==> config.mk <==
export PLATFORM = sky130hd
export DESIGN_NAME = stop_wake_ring_clock_select
export DESIGN_NICKNAME = d
export VERILOG_FILES = /design/src/shared/clk_pkg.sv /design/src/shared/tick_div_if.sv /design/src/logic/tick_divider.sv /design/src/logic/stop_wake_ring_clock_select.sv
export SDC_FILE = /design/constraint.sdc
export NUM_CORES = 1
export LEC_CHECK = 0
export BUFFER_PORTS_ARGS = -buffer_cell sky130_fd_sc_hd__buf_2
export CAP_MARGIN = 20
export CORE_MARGIN = 1.5
export CORE_UTILIZATION = 35
export CTS_CLUSTER_SIZE = 25
export DETAILED_ROUTE_END_ITERATION = 16
export GPL_TIMING_DRIVEN = 0
export PLACE_DENSITY = 0.57
export RECOVER_POWER = 50
export SLEW_MARGIN = 10
export SYNTH_ARGS = -nofsm -noshare
export SYNTH_HDL_FRONTEND = slang
export SYNTH_SLANG_ARGS = --single-unit
==> constraint.sdc <==
create_clock -name clk_i -period 4.63 [get_ports clk_i]
set_input_delay 0.463 -clock clk_i [delete_from_list [all_inputs] [get_ports clk_i]]
set_output_delay 0.463 -clock clk_i [all_outputs]
set_load 0.02 [all_outputs]
==> src/shared/clk_pkg.sv <==
// Constants, register map and state codes for the stop-state clock selector.
package clk_pkg;

   // Register addresses on the special-function register port.
   localparam logic [7:0] PWR_CTRL_ADDR = 8'h87;
   localparam logic [7:0] CLK_CTRL_ADDR = 8'h8E;
   localparam logic [7:0] EXT_FLAG_ADDR = 8'h91;

   // Values after reset.
   localparam logic [7:0] PWR_CTRL_RESET = 8'h00;
   localparam logic [7:0] CLK_CTRL_RESET = 8'h01;
   localparam logic [3:0] EXT_IRQ_RESET = 4'h0;

   // Field positions in the power control register.
   localparam int IDLE_BIT = 0;
   localparam int STOP_BIT = 1;

   // Field positions in the clock control register.
   localparam int TIMER0_RATE_BIT = 3;
   localparam int TIMER_COUNT = 3;

   // Field positions in the extended flag register.
   localparam int BANDGAP_BIT = 0;
   localparam int RING_SELECT_BIT = 1;
   localparam int RING_ACTIVE_BIT = 2;
   localparam int EXT_IRQ_LSB = 4;

   // Divider widths and periods, in oscillator clocks.
   localparam int DIV_W = 4;
   localparam logic [3:0] MACHINE_CYCLE_CLOCKS = 4'h4;
   localparam logic [3:0] TIMER_SLOW_CLOCKS = 4'hC;
   localparam logic [3:0] TIMER_FAST_CLOCKS = 4'h4;

   // Crystal clocks counted before the crystal is trusted again.
   localparam int unsigned WARMUP_CLOCKS_DEFAULT = 65536;

   // Clock-source states, one-hot.
   typedef enum logic [4:0] {
      ST_RUN_XTAL  = 5'h01,
      ST_STOP      = 5'h02,
      ST_XTAL_WARM = 5'h04,
      ST_RUN_RING  = 5'h08,
      ST_HANDOVER  = 5'h10
   } clk_state_t;

endpackage

==> src/shared/tick_div_if.sv <==
// Interface between the selector and a clock-tick divider.
`timescale 1ns/1ps
interface tick_div_if;
   import clk_pkg::*;

   logic step;
   logic restart;
   logic [DIV_W-1:0] period;
   logic pulse;

   modport divider (input step, input restart, input period, output pulse);
   modport user (output step, output restart, output period, input pulse);
endinterface

==> src/logic/tick_divider.sv <==
// Divider that gives one pulse for every period of input clock ticks.
`timescale 1ns/1ps
module tick_divider (
   input wire logic clk_i,
   input wire logic reset_i,
   tick_div_if.divider div
);
   import clk_pkg::*;

   logic [DIV_W-1:0] cnt_q;
   logic pulse_q;

   // Tick counter; it wraps on the last tick and also if the period shrinks below it.
   always_ff @(posedge clk_i) begin
      if (reset_i || div.restart) begin
         cnt_q <= '0;
      end else if (div.step) begin
         if (cnt_q >= div.period - 4'h1) begin
            cnt_q <= '0;
         end else begin
            cnt_q <= cnt_q + 4'h1;
         end
      end
   end

   // One pulse on the first tick of every period, so exactly one per period.
   always_ff @(posedge clk_i) begin
      if (reset_i || div.restart) begin
         pulse_q <= 1'b0;
      end else begin
         pulse_q <= div.step && (cnt_q == '0);
      end
   end

   assign div.pulse = pulse_q;
endmodule

==> src/logic/stop_wake_ring_clock_select.sv <==
// Clock-source selector for stop-state exit, with machine-cycle and timer rate dividers.
//
// Operation
// RULE_01 - Stop state turns off crystal oscillator and all clocks; crystal restarts afterwards.
// RULE_02 - Ring oscillator is used only when stop is left through an interrupt.
// RULE_03 - Ring select is clear after reset, so stop exit waits for crystal.
// RULE_04 - Ring select bit 1 at register 91h makes stop exit run from ring.
// RULE_05 - Running on ring, switch to crystal after 65,536 crystal clocks counted.
// RULE_06 - Stop re-entered before handover turns every clock off, ring included.
// RULE_07 - Ring-active flag, bit 2 of register 91h, reads one while ring clocks core.
// RULE_08 - Software avoids serial transfers and precise timing while ring flag is set.
// RULE_09 - Machine cycle is four clocks with exactly one address-latch pulse each.
// RULE_10 - Timers advance every 12 clocks by default, or every 4 when selected.
// RULE_11 - Handover completion clears ring flag and switches source without a glitch.
`timescale 1ns/1ps
module stop_wake_ring_clock_select #(
   parameter int unsigned WARMUP_CLOCKS = clk_pkg::WARMUP_CLOCKS_DEFAULT
) (
   input wire logic clk_i,
   input wire logic reset_i,
   input wire logic [7:0] sfr_addr_i,
   input wire logic sfr_wr_i,
   input wire logic [7:0] sfr_wdata_i,
   input wire logic sfr_rd_i,
   output logic [7:0] sfr_rdata_o,
   input wire logic wake_irq_i,
   input wire logic xtal_i,
   input wire logic ring_i,
   output logic xtal_osc_en_o,
   output logic ring_osc_en_o,
   output logic core_clk_en_o,
   output logic cpu_clk_en_o,
   output logic core_on_ring_o,
   output logic stop_o,
   output logic ale_o,
   output logic [clk_pkg::TIMER_COUNT-1:0] timer_tick_o
);
   import clk_pkg::*;

   localparam int CNT_W = $clog2(WARMUP_CLOCKS);
   localparam logic [CNT_W-1:0] WARM_LAST = CNT_W'(WARMUP_CLOCKS - 1);

   clk_state_t state_q;
   clk_state_t state_d;
   logic [2:0] xtal_sync_q;
   logic [2:0] ring_sync_q;
   logic xtal_tick;
   logic ring_tick;
   logic core_tick;
   logic [CNT_W-1:0] warm_cnt_q;
   logic warm_done;
   logic pwr_wr;
   logic clk_wr;
   logic ext_wr;
   logic stop_req;
   logic [7:0] pwr_ctrl_q;
   logic [7:0] clk_ctrl_q;
   logic [3:0] ext_irq_q;
   logic bandgap_q;
   logic ring_select_q;
   logic ring_flag_q;
   logic [7:0] rdata_q;
   logic xtal_osc_en_q;
   logic ring_osc_en_q;
   logic core_clk_en_q;
   logic cpu_clk_en_q;
   logic stop_q;
   logic [TIMER_COUNT-1:0] timer_pulse;

   // Both oscillator pins come from outside and pass two flip-flops before use.
   always_ff @(posedge clk_i) begin
      if (reset_i) begin
         xtal_sync_q <= 3'h0;
         ring_sync_q <= 3'h0;
      end else begin
         xtal_sync_q <= {xtal_sync_q[1:0], xtal_i};
         ring_sync_q <= {ring_sync_q[1:0], ring_i};
      end
   end

   // Rising edges of the synchronised oscillators are the oscillator clocks.
   assign xtal_tick = xtal_sync_q[1] && !xtal_sync_q[2];
   assign ring_tick = ring_sync_q[1] && !ring_sync_q[2];

   // Register port decode.
   assign pwr_wr = sfr_wr_i && (sfr_addr_i == PWR_CTRL_ADDR);
   assign clk_wr = sfr_wr_i && (sfr_addr_i == CLK_CTRL_ADDR);
   assign ext_wr = sfr_wr_i && (sfr_addr_i == EXT_FLAG_ADDR);
   assign stop_req = pwr_wr && sfr_wdata_i[STOP_BIT];

   // The warm-up interval ends on the last of the counted crystal clocks.
   assign warm_done = xtal_tick && (warm_cnt_q == WARM_LAST);

   // Next clock-source state.
   always_comb begin
      state_d = state_q;
      unique case (state_q)
         ST_RUN_XTAL: begin
            if (stop_req) begin
               state_d = ST_STOP; // [RULE_01]
            end
         end
         ST_STOP: begin
            // Only an interrupt can leave stop here; reset leaves it through reset_i.
            if (wake_irq_i) begin
               if (ring_select_q) begin
                  state_d = ST_RUN_RING; // [RULE_02] [RULE_04]
               end else begin
                  state_d = ST_XTAL_WARM; // [RULE_03]
               end
            end
         end
         ST_XTAL_WARM: begin
            if (warm_done) begin
               state_d = ST_RUN_XTAL; // [RULE_01]
            end
         end
         ST_RUN_RING: begin
            if (stop_req) begin
               state_d = ST_STOP; // [RULE_06]
            end else if (warm_done) begin
               state_d = ST_HANDOVER; // [RULE_05]
            end
         end
         ST_HANDOVER: begin
            // The core gets no ticks here, so the source changes with no short pulse.
            if (stop_req) begin
               state_d = ST_STOP; // [RULE_06]
            end else if (xtal_tick) begin
               state_d = ST_RUN_XTAL; // [RULE_11]
            end
         end
         default: begin
            state_d = ST_RUN_XTAL;
         end
      endcase
   end

   // Clock-source state register.
   always_ff @(posedge clk_i) begin
      if (reset_i) begin
         state_q <= ST_RUN_XTAL;
      end else begin
         state_q <= state_d;
      end
   end

   // Crystal clocks counted since the oscillator was restarted.
   always_ff @(posedge clk_i) begin
      if (reset_i) begin
         warm_cnt_q <= '0;
      end else if (state_q == ST_STOP) begin
         warm_cnt_q <= '0;
      end else if (xtal_tick && (state_q == ST_XTAL_WARM || state_q == ST_RUN_RING)) begin
         warm_cnt_q <= warm_cnt_q + 1'b1; // [RULE_05]
      end
   end

   // Core clock tick from the selected source; none while stopped, warming up or switching.
   always_comb begin
      core_tick = 1'b0;
      if (state_q == ST_RUN_XTAL) begin
         core_tick = xtal_tick;
      end else if (state_q == ST_RUN_RING) begin
         core_tick = ring_tick; // [RULE_04]
      end
   end

   // Power control register; the stop bit drops again once stop is left.
   always_ff @(posedge clk_i) begin
      if (reset_i) begin
         pwr_ctrl_q <= PWR_CTRL_RESET;
      end else if (pwr_wr) begin
         pwr_ctrl_q <= sfr_wdata_i;
      end else begin
         if (state_q == ST_STOP && state_d != ST_STOP) begin
            pwr_ctrl_q[STOP_BIT] <= 1'b0;
         end
         if (wake_irq_i) begin
            pwr_ctrl_q[IDLE_BIT] <= 1'b0;
         end
      end
   end

   // Clock control register with the timer rate selects.
   always_ff @(posedge clk_i) begin
      if (reset_i) begin
         clk_ctrl_q <= CLK_CTRL_RESET;
      end else if (clk_wr) begin
         clk_ctrl_q <= sfr_wdata_i;
      end
   end

   // Writable fields of the extended flag register.
   always_ff @(posedge clk_i) begin
      if (reset_i) begin
         ext_irq_q <= EXT_IRQ_RESET;
         bandgap_q <= 1'b0;
         ring_select_q <= 1'b0; // [RULE_03]
      end else if (ext_wr) begin
         ext_irq_q <= sfr_wdata_i[EXT_IRQ_LSB +: 4];
         bandgap_q <= sfr_wdata_i[BANDGAP_BIT];
         ring_select_q <= sfr_wdata_i[RING_SELECT_BIT]; // [RULE_04]
      end
   end

   // Ring-active flag; hardware alone sets and clears it.
   always_ff @(posedge clk_i) begin
      if (reset_i) begin
         ring_flag_q <= 1'b0;
      end else begin
         ring_flag_q <= (state_d == ST_RUN_RING) || (state_d == ST_HANDOVER); // [RULE_07] [RULE_11]
      end
   end

   // Read data one cycle after the read strobe; unmapped addresses read zero.
   always_ff @(posedge clk_i) begin
      if (reset_i) begin
         rdata_q <= 8'h00;
      end else if (sfr_rd_i) begin
         unique case (sfr_addr_i)
            PWR_CTRL_ADDR: rdata_q <= pwr_ctrl_q;
            CLK_CTRL_ADDR: rdata_q <= clk_ctrl_q;
            EXT_FLAG_ADDR: rdata_q <= {ext_irq_q, 1'b0, ring_flag_q, ring_select_q, bandgap_q}; // [RULE_07]
            default: rdata_q <= 8'h00;
         endcase
      end else begin
         rdata_q <= 8'h00;
      end
   end

   // Oscillator enables and the stop output follow the next state.
   always_ff @(posedge clk_i) begin
      if (reset_i) begin
         xtal_osc_en_q <= 1'b1;
         ring_osc_en_q <= 1'b0;
         stop_q <= 1'b0;
      end else begin
         xtal_osc_en_q <= (state_d != ST_STOP); // [RULE_01]
         ring_osc_en_q <= (state_d == ST_RUN_RING); // [RULE_06]
         stop_q <= (state_d == ST_STOP);
      end
   end

   // Registered core tick, and the processor tick that idle holds back.
   always_ff @(posedge clk_i) begin
      if (reset_i) begin
         core_clk_en_q <= 1'b0;
         cpu_clk_en_q <= 1'b0;
      end else begin
         core_clk_en_q <= core_tick;
         cpu_clk_en_q <= core_tick && !pwr_ctrl_q[IDLE_BIT];
      end
   end

   // Machine-cycle divider gives the address-latch strobe.
   tick_div_if mc_div ();
   assign mc_div.step = core_tick;
   assign mc_div.restart = (state_q == ST_STOP);
   assign mc_div.period = MACHINE_CYCLE_CLOCKS; // [RULE_09]

   tick_divider mc_divider (
      .clk_i(clk_i),
      .reset_i(reset_i),
      .div(mc_div)
   );

   // One timer-rate divider per timer, each with its own rate select.
   for (genvar t = 0; t < TIMER_COUNT; t++) begin : g_timer
      tick_div_if tm_div ();
      assign tm_div.step = core_tick;
      assign tm_div.restart = (state_q == ST_STOP);
      assign tm_div.period = clk_ctrl_q[TIMER0_RATE_BIT + t] ?
         TIMER_FAST_CLOCKS : TIMER_SLOW_CLOCKS; // [RULE_10]
      assign timer_pulse[t] = tm_div.pulse;

      tick_divider tm_divider (
         .clk_i(clk_i),
         .reset_i(reset_i),
         .div(tm_div)
      );
   end

   // Output drivers; every one of them is a flip-flop.
   assign sfr_rdata_o = rdata_q;
   assign xtal_osc_en_o = xtal_osc_en_q;
   assign ring_osc_en_o = ring_osc_en_q;
   assign core_clk_en_o = core_clk_en_q;
   assign cpu_clk_en_o = cpu_clk_en_q;
   assign core_on_ring_o = ring_flag_q;
   assign stop_o = stop_q;
   assign ale_o = mc_div.pulse;
   assign timer_tick_o = timer_pulse;
endmodule

## Word-level counts from Yosys, hierarchy flattened

Cells that the tools add are included.
W data, S select, Z words.

| word-level totals | value |
|---|---|
| register bits | 83 |
| input bits | 23 |
| output and inout port bits | 18 |
| logic and storage cells | 102 |

| operators by class | value |
|---|---|
| add/sub/neg operators | 8 |
| order comparisons | 4 |
| equality and inequality tests | 13 |
| mux-type cells | 22 |
| bitwise logic cells | 1 |
| reductions and logical operators | 28 |

Operators by type and width:

| operator | count |
|---|---|
| $mux W5 | 7 |
| $mux W4 | 8 |
| $pmux W5 S5 | 1 |
| $eq A8 B8 Y1 const B | 3 |
| $pmux W8 S3 | 1 |
| $add A16 B1 Y16 const B | 1 |
| $add A4 B1 Y4 const B | 4 |
| $eq A16 B16 Y1 const B | 1 |
| $logic_not A4 Y1 | 4 |
| $logic_and A1 B1 Y1 | 14 |
| $ge A4 B4 Y1 | 3 |
| $sub A4 B1 Y4 const B | 3 |
| $eq A5 B2 Y1 const B | 2 |
| $eq A5 B4 Y1 const B | 2 |
| $eq A5 B5 Y1 const B | 2 |
| $eq A5 B1 Y1 const B | 1 |
| $eq A5 B3 Y1 const B | 1 |
| $ne A5 B2 Y1 const B | 1 |
| $ge A4 B2 Y1 const B | 1 |
| $mux W1 | 4 |
| $reduce_bool A2 Y1 | 2 |
| $reduce_or A2 Y1 | 2 |
| $logic_not A1 Y1 | 3 |
| $logic_or A1 B1 Y1 | 3 |
| 2 further kinds | 2 |

## Depth between registers and ports, before layout

Gate-level depths: netlist of the first run.

| depth | value |
|---|---|
| depth in word-level cells | 10 |
| mapped depth | 7 |
| gate-level depth less buffers | 5 |

## Modules after synthesis

Synthesis of the first run repeated with hierarchy kept, for this count alone.

| second synthesis, totals | value |
|---|---|
| cell total of the unflattened synthesis | 472 |
| area total of the unflattened synthesis | 4347.9 um^2 |

By module, submodules not included:

| module | times used | cells each | area each (um^2) | sequential area each (um^2) |
|---|---|---|---|---|
| stop_wake_ring_clock_select | 1 | 312 | 2871.5 | 1261.2 |
| tick_divider | 4 | 40 | 369.1 | 100.1 |

## Worst setup path after synthesis of the first run

Ideal clock, no wire load.

| timing | value |
|---|---|
| path kind | input -> register |
| from | input sfr_addr_i[5] |
| to | register rdata_q[0], in the netlist sfr_rdata_o[0] |
| library setup time | 0.068 ns |
| arrival | 2.100 ns |
| required time | 4.562 ns |
| path slack | 2.462 ns |
| stages on the path | 5 |
| buffers on the path | 1 |
| path through | or3b_2 -> clkbuf_1 -> nor4b_1 -> a22oi_1 -> nor2_1 |

| on the way | value |
|---|---|
| longest elaborated chain between the ends | 2 |
| elaborated cells on any way between the ends | 4 |
| those cells by class | 3 x eq/ne; 1 x mux |

Ends and longest elaborated chain:

| what | RTL line | text |
|---|---|---|
| from (decl) | stop_wake_ring_clock_select.sv:21 | `input wire logic [7:0] sfr_addr_i,` |
| $eq A8 B8 Y1 | stop_wake_ring_clock_select.sv:221 | `unique case (sfr_addr_i)` |
| $pmux W8 S3 (*) | stop_wake_ring_clock_select.sv:221 |  |
| to (signal assigned) | stop_wake_ring_clock_select.sv:222 | `PWR_CTRL_ADDR: rdata_q <= pwr_ctrl_q;` |
| to (signal assigned) | stop_wake_ring_clock_select.sv:223 | `CLK_CTRL_ADDR: rdata_q <= clk_ctrl_q;` |
| to (signal assigned) | stop_wake_ring_clock_select.sv:224 | `EXT_FLAG_ADDR: rdata_q <= {ext_irq_q, 1'b0, ring_flag_q, ring_select_q, bandgap_q};` |
| to (decl) | stop_wake_ring_clock_select.sv:62 | `logic [7:0] rdata_q;` |

Every way passes the cells marked *; elsewhere a longest branch is shown, timed or not.
A chain may end at the register's enable or synchronous reset.

## Worst setup path after layout of the first run

| timing | value |
|---|---|
| from | input sfr_addr_i[5] |
| to | register pwr_ctrl_q[1] |

| on the way | value |
|---|---|
| longest elaborated chain between the ends | 8 |
| elaborated cells on any way between the ends | 11 |
| those cells by class | 2 x eq/ne; 5 x mux; 4 x reduce/logical |

Ends and longest elaborated chain:

| what | RTL line | text |
|---|---|---|
| $eq A8 B8 Y1 (*) | stop_wake_ring_clock_select.sv:86 | `assign pwr_wr = sfr_wr_i && (sfr_addr_i == PWR_CTRL_ADDR);` |
| $logic_and A1 B1 Y1 (*) | stop_wake_ring_clock_select.sv:86 |  |
| $logic_and A1 B1 Y1 | stop_wake_ring_clock_select.sv:89 | `assign stop_req = pwr_wr && sfr_wdata_i[STOP_BIT];` |
| $mux W5 (on tied branches) | stop_wake_ring_clock_select.sv:127, stop_wake_ring_clock_select.sv:99, stop_wake_ring_clock_select.sv:119 |  |
| $pmux W5 S5 | stop_wake_ring_clock_select.sv:97 | `unique case (state_q)` |
| $ne A5 B2 Y1 | stop_wake_ring_clock_select.sv:176 | `if (state_q == ST_STOP && state_d != ST_STOP) begin` |
| $logic_and A1 B1 Y1 | stop_wake_ring_clock_select.sv:176 |  |
| $reduce_bool A2 Y1 (no line) | n/a |  |
| to (signal assigned) | stop_wake_ring_clock_select.sv:174 | `pwr_ctrl_q <= sfr_wdata_i;` |
| to (decl) | stop_wake_ring_clock_select.sv:56 | `logic [7:0] pwr_ctrl_q;` |

Marked as above.

==> qor.yml, run 1 <==
async_flop_share_pct: 0
worst_pin_slew_ns: 1.53
synth_seq_cells: 83
grt_usage_pct: 15.4
layout-drive-gt1-share_pct: 10.2
path_max_fanout: 9
fillers: 1068
crit_type: "in -> reg"
crit_path_top_delay_cell: "nor3_1"
die_area_mm2: 0.0114
die_x_um: 107
cp-start-kind: "primary input"
clkSinkCount: 83
cts-buffers-inserted: 9
via_per_inst: 5.19
synth.top_cell.area_share_pct: 44.3
synth_most_common_cell: "dfxtp_1"
netlist_top_cells_area: "dfxtp_1 (44%), mux2i_1 (5.3%), nor2_1 (4.1%), ha_1 (4.0%), a21oi_1 (2.9%)"
final_core_utilization_pct: 41.5
cap_violations: 1
drc_errors: 0
finalHoldViolCount: 0
synth_common_cells: "dfxtp_1 (83), nor2_1 (41), a21oi_1 (22)"
path_cells: "buf_2 > or3b_2 > clkbuf_1 > nor3_1 > or4b_2 > o21ai_0"
slew_headroom_pct: -2.63
drtIter0Drc: 100
ys_warn_count: 0
cts_buffer_depth: 2
synthFlopType: "dfxtp_1"
core_mm2: 0.0104
ir_drop_mv: 0.152
wl_per_cell_um: 14.2
wl_mm: 8.45
fin_crit_ns: 2.57
grt_max_degree: 14
fin_tns_setup_ns: 0
ys_seq_area_share_pct: 44.3
path_clk_slew_ns: 0.08
period_share_pct: 55.4
fin_worst_skew_ns: 0.0145
cts_hold_buf: 0
fmax_mhz: 390
grt_pass1_vias: 2916
cts_setup_buffers: 0
grt_remaining_overflow: 0
start_util_pct: 36.2
root_buffer: "clkbuf_8"
die_y_um: 107
antenna_found_initial: 0
cp-end-kind: "register"
row_count: 37
violations: "capacitance limit, slew limit"
outcome: "finished with violations"
cts_resized: 0
num_antenna_cells: 0
cts_tree: "done"
gp_congestion: 0.767
layout.nets: 489
firstDrtPassIters: 4
dp_worst_setup_slack_ns: 1.96
power_density_mw_per_mm2: 312
syn_nets: 439
crit_start: "sfr_addr_i[5]"
drt.antenna.violating_nets: 0
synthCells: 404
portBuffers: 39
reg2reg_depth: 6
worstReg2RegStart: "state_q[3]"
max_stage_delay_ns: 1.23
vias: 3091
hold_depth: 2
cts.htree.levels: 3
slew_viol_final: 10
worst_ep_required_time_ns: 4.85
grt_first_pass_wirelength_mm: 13.9
insertion_delay_ns: 0.35
hold_path.class: "in -> reg"
yosysUniqueCellTypes: 53
syn_to_final_growth_pct: 14.6
synth_area_per_cell_um2: 9.29
rsz0062_at_grt: "no"
synth_edf_count: 0
dp_cells: 579
synth_area_leader_cell: "dfxtp_1"
dpl.hpwl_mm: 5.94
setup_viol: 0
worstHoldStart: "xtal_i"
layout_setup_ws_ns: 2.06
netlist_area_mm2: 0.00375
crit_arrival_ns: 2.79
p_leak_nw: 1.51
pin_count: 41
final_cells: 595
==> report_power, final <==
part           switching (mW)  internal [mW]  total (mW)
clock network           0.259          0.303       0.561
logic                  0.0374         0.0218      0.0592
registers             0.00373          0.719       0.723
total                   0.300           1.04        1.34
==> path summary, 6_finish.rpt <==
check / slack, ns / to
worst max-delay path: 2.06 / pwr_ctrl_q[1]
worst min-delay path: 0.32 / xtal_sync_q[0]
worst max register to register: 2.19 / warm_cnt_q[10]
worst min register to register: 0.43 / mc_divider.div.pulse
==> through the flow <==
stage	instance area, um2	total power, mW	hold WS [ns]
CTS	4340	1.36	0.313
finish	4300	1.34	0.321
global placement	4120	0.799	0.421
global route	4300	1.39	0.322
detailed placement	4130	0.800	0.425
floorplan	3750	0.774	0.408
==> final cells by class <==
type	instances	area (um2)	area share, %
Clock inverter	5	77.6	1.80
Buffer	24	118	2.73
Inverter	18	67.6	1.57
Multi-Input combinational cell	279	1900	44.2
Tap cell	136	170	3.96
Sequential cell	83	1660	38.6
Clock buffer	11	131	3.05
Timing Repair Buffer	39	173	4.01
==> critical path: cells and delay by family <==
family	cells	cell delay, ns
AO/OA/AOI/OAI	1	0.07
buffers and inverters	2	0.28
AND/OR/NAND/NOR	3	1.97
==> cells by family (layout without fill, tap and decap cells) <==
| logic type | count (synthesis) | after routing | share of synthesized area (%) |
|---|---|---|---|
| AND/OR/NAND/NOR | 149 | 149 | 23.1 |
| AO/OA/AOI/OAI | 90 | 90 | 16.5 |
| flip-flops | 83 | 83 | 44.3 |
| buffers and inverters | 42 | 97 | 4.96 |
| multiplexers | 20 | 20 | 5.33 |
| adder cells (fa/ha/maj) | 12 | 12 | 4.00 |
| XOR/XNOR | 8 | 8 | 1.87 |
==> registers in the layout (all words and copies together), names as in the netlist, 3 cells and up <==
register / cells
state_q: 5
xtal_sync_q: 3
pwr_ctrl_q: 8
clk_ctrl_q: 8
warm_cnt_q: 16
sfr_rdata_o: 8
ext_irq_q: 4
g_timer.tm_divider.div.pulse: 3
mc_divider.cnt_q: 4
g_timer.tm_divider.cnt_q: 12
ring_sync_q: 3
==> cells in the final DEF, fill, tap and decap left out, types with 4 or more instances in the layout <==
cell type and n:
dfxtp_1 83, nor2_1 41, clkbuf_1 35, a21oi_1 22
buf_2 22, mux2i_1 20, inv_1 18, nand3_1 14
nor2b_1 13, o21ai_0 13, ha_1 12, a22o_1 10
nand2_1 9, clkbuf_8 9, a22oi_1 8, nor3_1 7
and3_1 7, nor3b_1 7, xnor2_1 7, o22ai_1 6
a32o_1 6, or3_1 6, nor4b_1 6, nor4_1 5
and2_1 5, or4_1 5, o211ai_1 4, a21o_1 4
nand2b_1 4, a211o_1 4
==> layer usage <==
metal / track usage, % / part of all wire, % / vias to the layer above / wire length [um]
met5: 0 / 0 / - / 0
met4: 6.86 / 1.8 / 0 / 149
met3: 2.49 / 4.0 / 13 / 341
met2: 24.8 / 45 / 69 / 3780
met1: 20.2 / 49 / 1444 / 4180
li1: - / - / 1565 / -
(Power assumes the default switching activity.)
==> inputs of run 2 (changes only) <==
- clock period: 4.63 -> 2.5 ns (I/O delays scaled with it)
==> run 2 against run 1 <==
  * The run now ends clean
  * Core utilization grew 0.072 points
  * Non-clock buffer count did not move
  * Critical path depth did not move
  * Final area grew 0.17%
  * Combinational power up 86%
  * Clock skew is 0.00064 ns higher
  * Flip-flop and latch count did not move
  * Hold slack worse by 0.21 ns
  * Critical path type is now reg -> reg
  * Critical endpoint is now warm_cnt_q[5]
  * Largest power group unchanged
==> qor.yml, run 2 (synthesis results as in run 1) <==
outcome: "finished, final reports clean"
row_count: 37
insertion_delay_ns: 0.35
final_core_utilization_pct: 41.6
path_max_fanout: 10
largest_reg_flops: 16
layout-drive-gt1-share_pct: 10.9
power_density_mw_per_mm2: 578
fin_worst_skew_ns: 0.0151
placed_cell_area_mm2: 0.00413
start_util_pct: 36.2
use_met3_pct: 2.49
hold_depth: 2
hold_path.class: "in -> reg"
ff2ff_setup_slack_ns: 0.23
cts_buffer_depth: 2
cap_violations: 0
syn_to_final_growth_pct: 14.8
firstDrtPassIters: 4
cts-buffers-inserted: 9
via_per_inst: 5.19
power_mw: 2.49
grtUsageMet2_pct: 24.8
regMostFlops: "warm_cnt_q"
grt_usage_pct: 15.4
final_area_mm2: 0.00431
final_cell_mix: "dfxtp_1 (83), nor2_1 (41), clkbuf_1 (35)"
clkSinkCount: 83
worstHoldStart: "xtal_i"
drc_errors: 0
whs_ns: 0.108
dp_worst_setup_slack_ns: 0.0434
cts_setup_buffers: 0
die_y_um: 107
fmax_mhz: 441
crit_type: "reg -> reg"
timing.rr.end: "warm_cnt_q[5]"
num_antenna_cells: 0
ir_drop_mv: 0.282
worst_pin_slew_ns: 1.26
grt_first_pass_wirelength_mm: 13.9
grt_remaining_overflow: 0
dpl.hpwl_mm: 5.94
rsz0062_at_grt: "no"
drtIter0Drc: 92
layout_setup_ws_ns: 0.234
worstReg2RegStart: "state_q[4]"
cts_tree: "done"
wl_mm: 8.43
worst_ep_required_time_ns: 2.78
setup_viol: 0
mostFrequentLayoutCell: "dfxtp_1"
crit_arrival_ns: 2.54
crit_path_top_delay_cell: "or4b_1"
grt.busiest_layer: "met2"
die_x_um: 107
p_leak_nw: 1.51
gr-usage-met1_pct: 20.2
antenna_found_initial: 0
die_area_mm2: 0.0114
vias: 3086
min_to: "xtal_sync_q[0]"
cts.htree.levels: 3
layout.nets: 489
drt.antenna.violating_nets: 0
finalHoldViolCount: 0
dp_cells: 579
grt_max_degree: 14
max_stage_delay_ns: 0.52
wl_per_cell_um: 14.2
cts_hold_buf: 0
core_mm2: 0.0104
grt_pass1_vias: 2916
root_buffer: "clkbuf_8"
reg_top3: "warm_cnt_q: 16 flops, g_timer.tm_divider.cnt_q: 12 flops"
cts_resized: 0
period_share_pct: 90.6
slew_headroom_pct: 15.2
pin_count: 41
reg2reg_depth: 6
slew_viol_final: 0
fin_crit_ns: 2.27
fin_tns_setup_ns: 0
portBuffers: 39
final_cells: 595
gp_congestion: 0.767
path_cells: "or4b_1 > buf_2 > or4_4 > buf_6 > or3_1 > a21oi_1"
cp-start-kind: "register"
cp-end-kind: "register"
path_clk_slew_ns: 0.08
==> run 2: metal layers <==
layer | share of wire (%) | wire, um | up-vias
met5 | 0 | 0 | -
met4 | 1.8 | 149 | 0
met3 | 4.2 | 352 | 13
met2 | 45 | 3790 | 66
met1 | 49 | 4140 | 1442
li1 | - | - | 1565
==> run 2: power by group <==
part	internal [mW]	switching, mW	total (mW)
Sequential	1.33	0.00678	1.34
Clock	0.561	0.481	1.04
Combinational	0.0409	0.0692	0.110
Total	1.93	0.557	2.49
==> run 2: final cells by class <==
| class | count | area, um2 |
|---|---|---|
| Timing Repair Buffer | 39 | 173 |
| Sequential cell | 83 | 1660 |
| Buffer | 24 | 120 |
| Fill cell | 1067 | 6060 |
| Clock buffer | 11 | 131 |
| Tap cell | 136 | 170 |
| Multi-Input combinational cell | 279 | 1910 |
| Clock inverter | 5 | 77.6 |
| Inverter | 18 | 67.6 |
==> run 2: worst max path at each step <==
stage | from | end | slack (ns) | depth (start not counted)
global route | state_q[1] | warm_cnt_q[14] | 0.01 | 6
CTS | state_q[1] | warm_cnt_q[10] | 0.05 | 6
floorplan | state_q[0] | warm_cnt_q[5] | 0.39 | 7
detailed placement | sfr_addr_i[5] | sfr_rdata_o[3] | 0.04 | 6
global placement | sfr_addr_i[5] | sfr_rdata_o[1] | -0.14 | 6
finish | state_q[4] | warm_cnt_q[5] | 0.23 | 6
==> run 2: worst max-delay path, delay by kind of cell, from the launching register on <==
kind | cells | cell delay, ns
simple gates | 3 | 1.33
compound gates | 1 | 0.14
flops | 1 | 0.39
buf+inv | 2 | 0.32
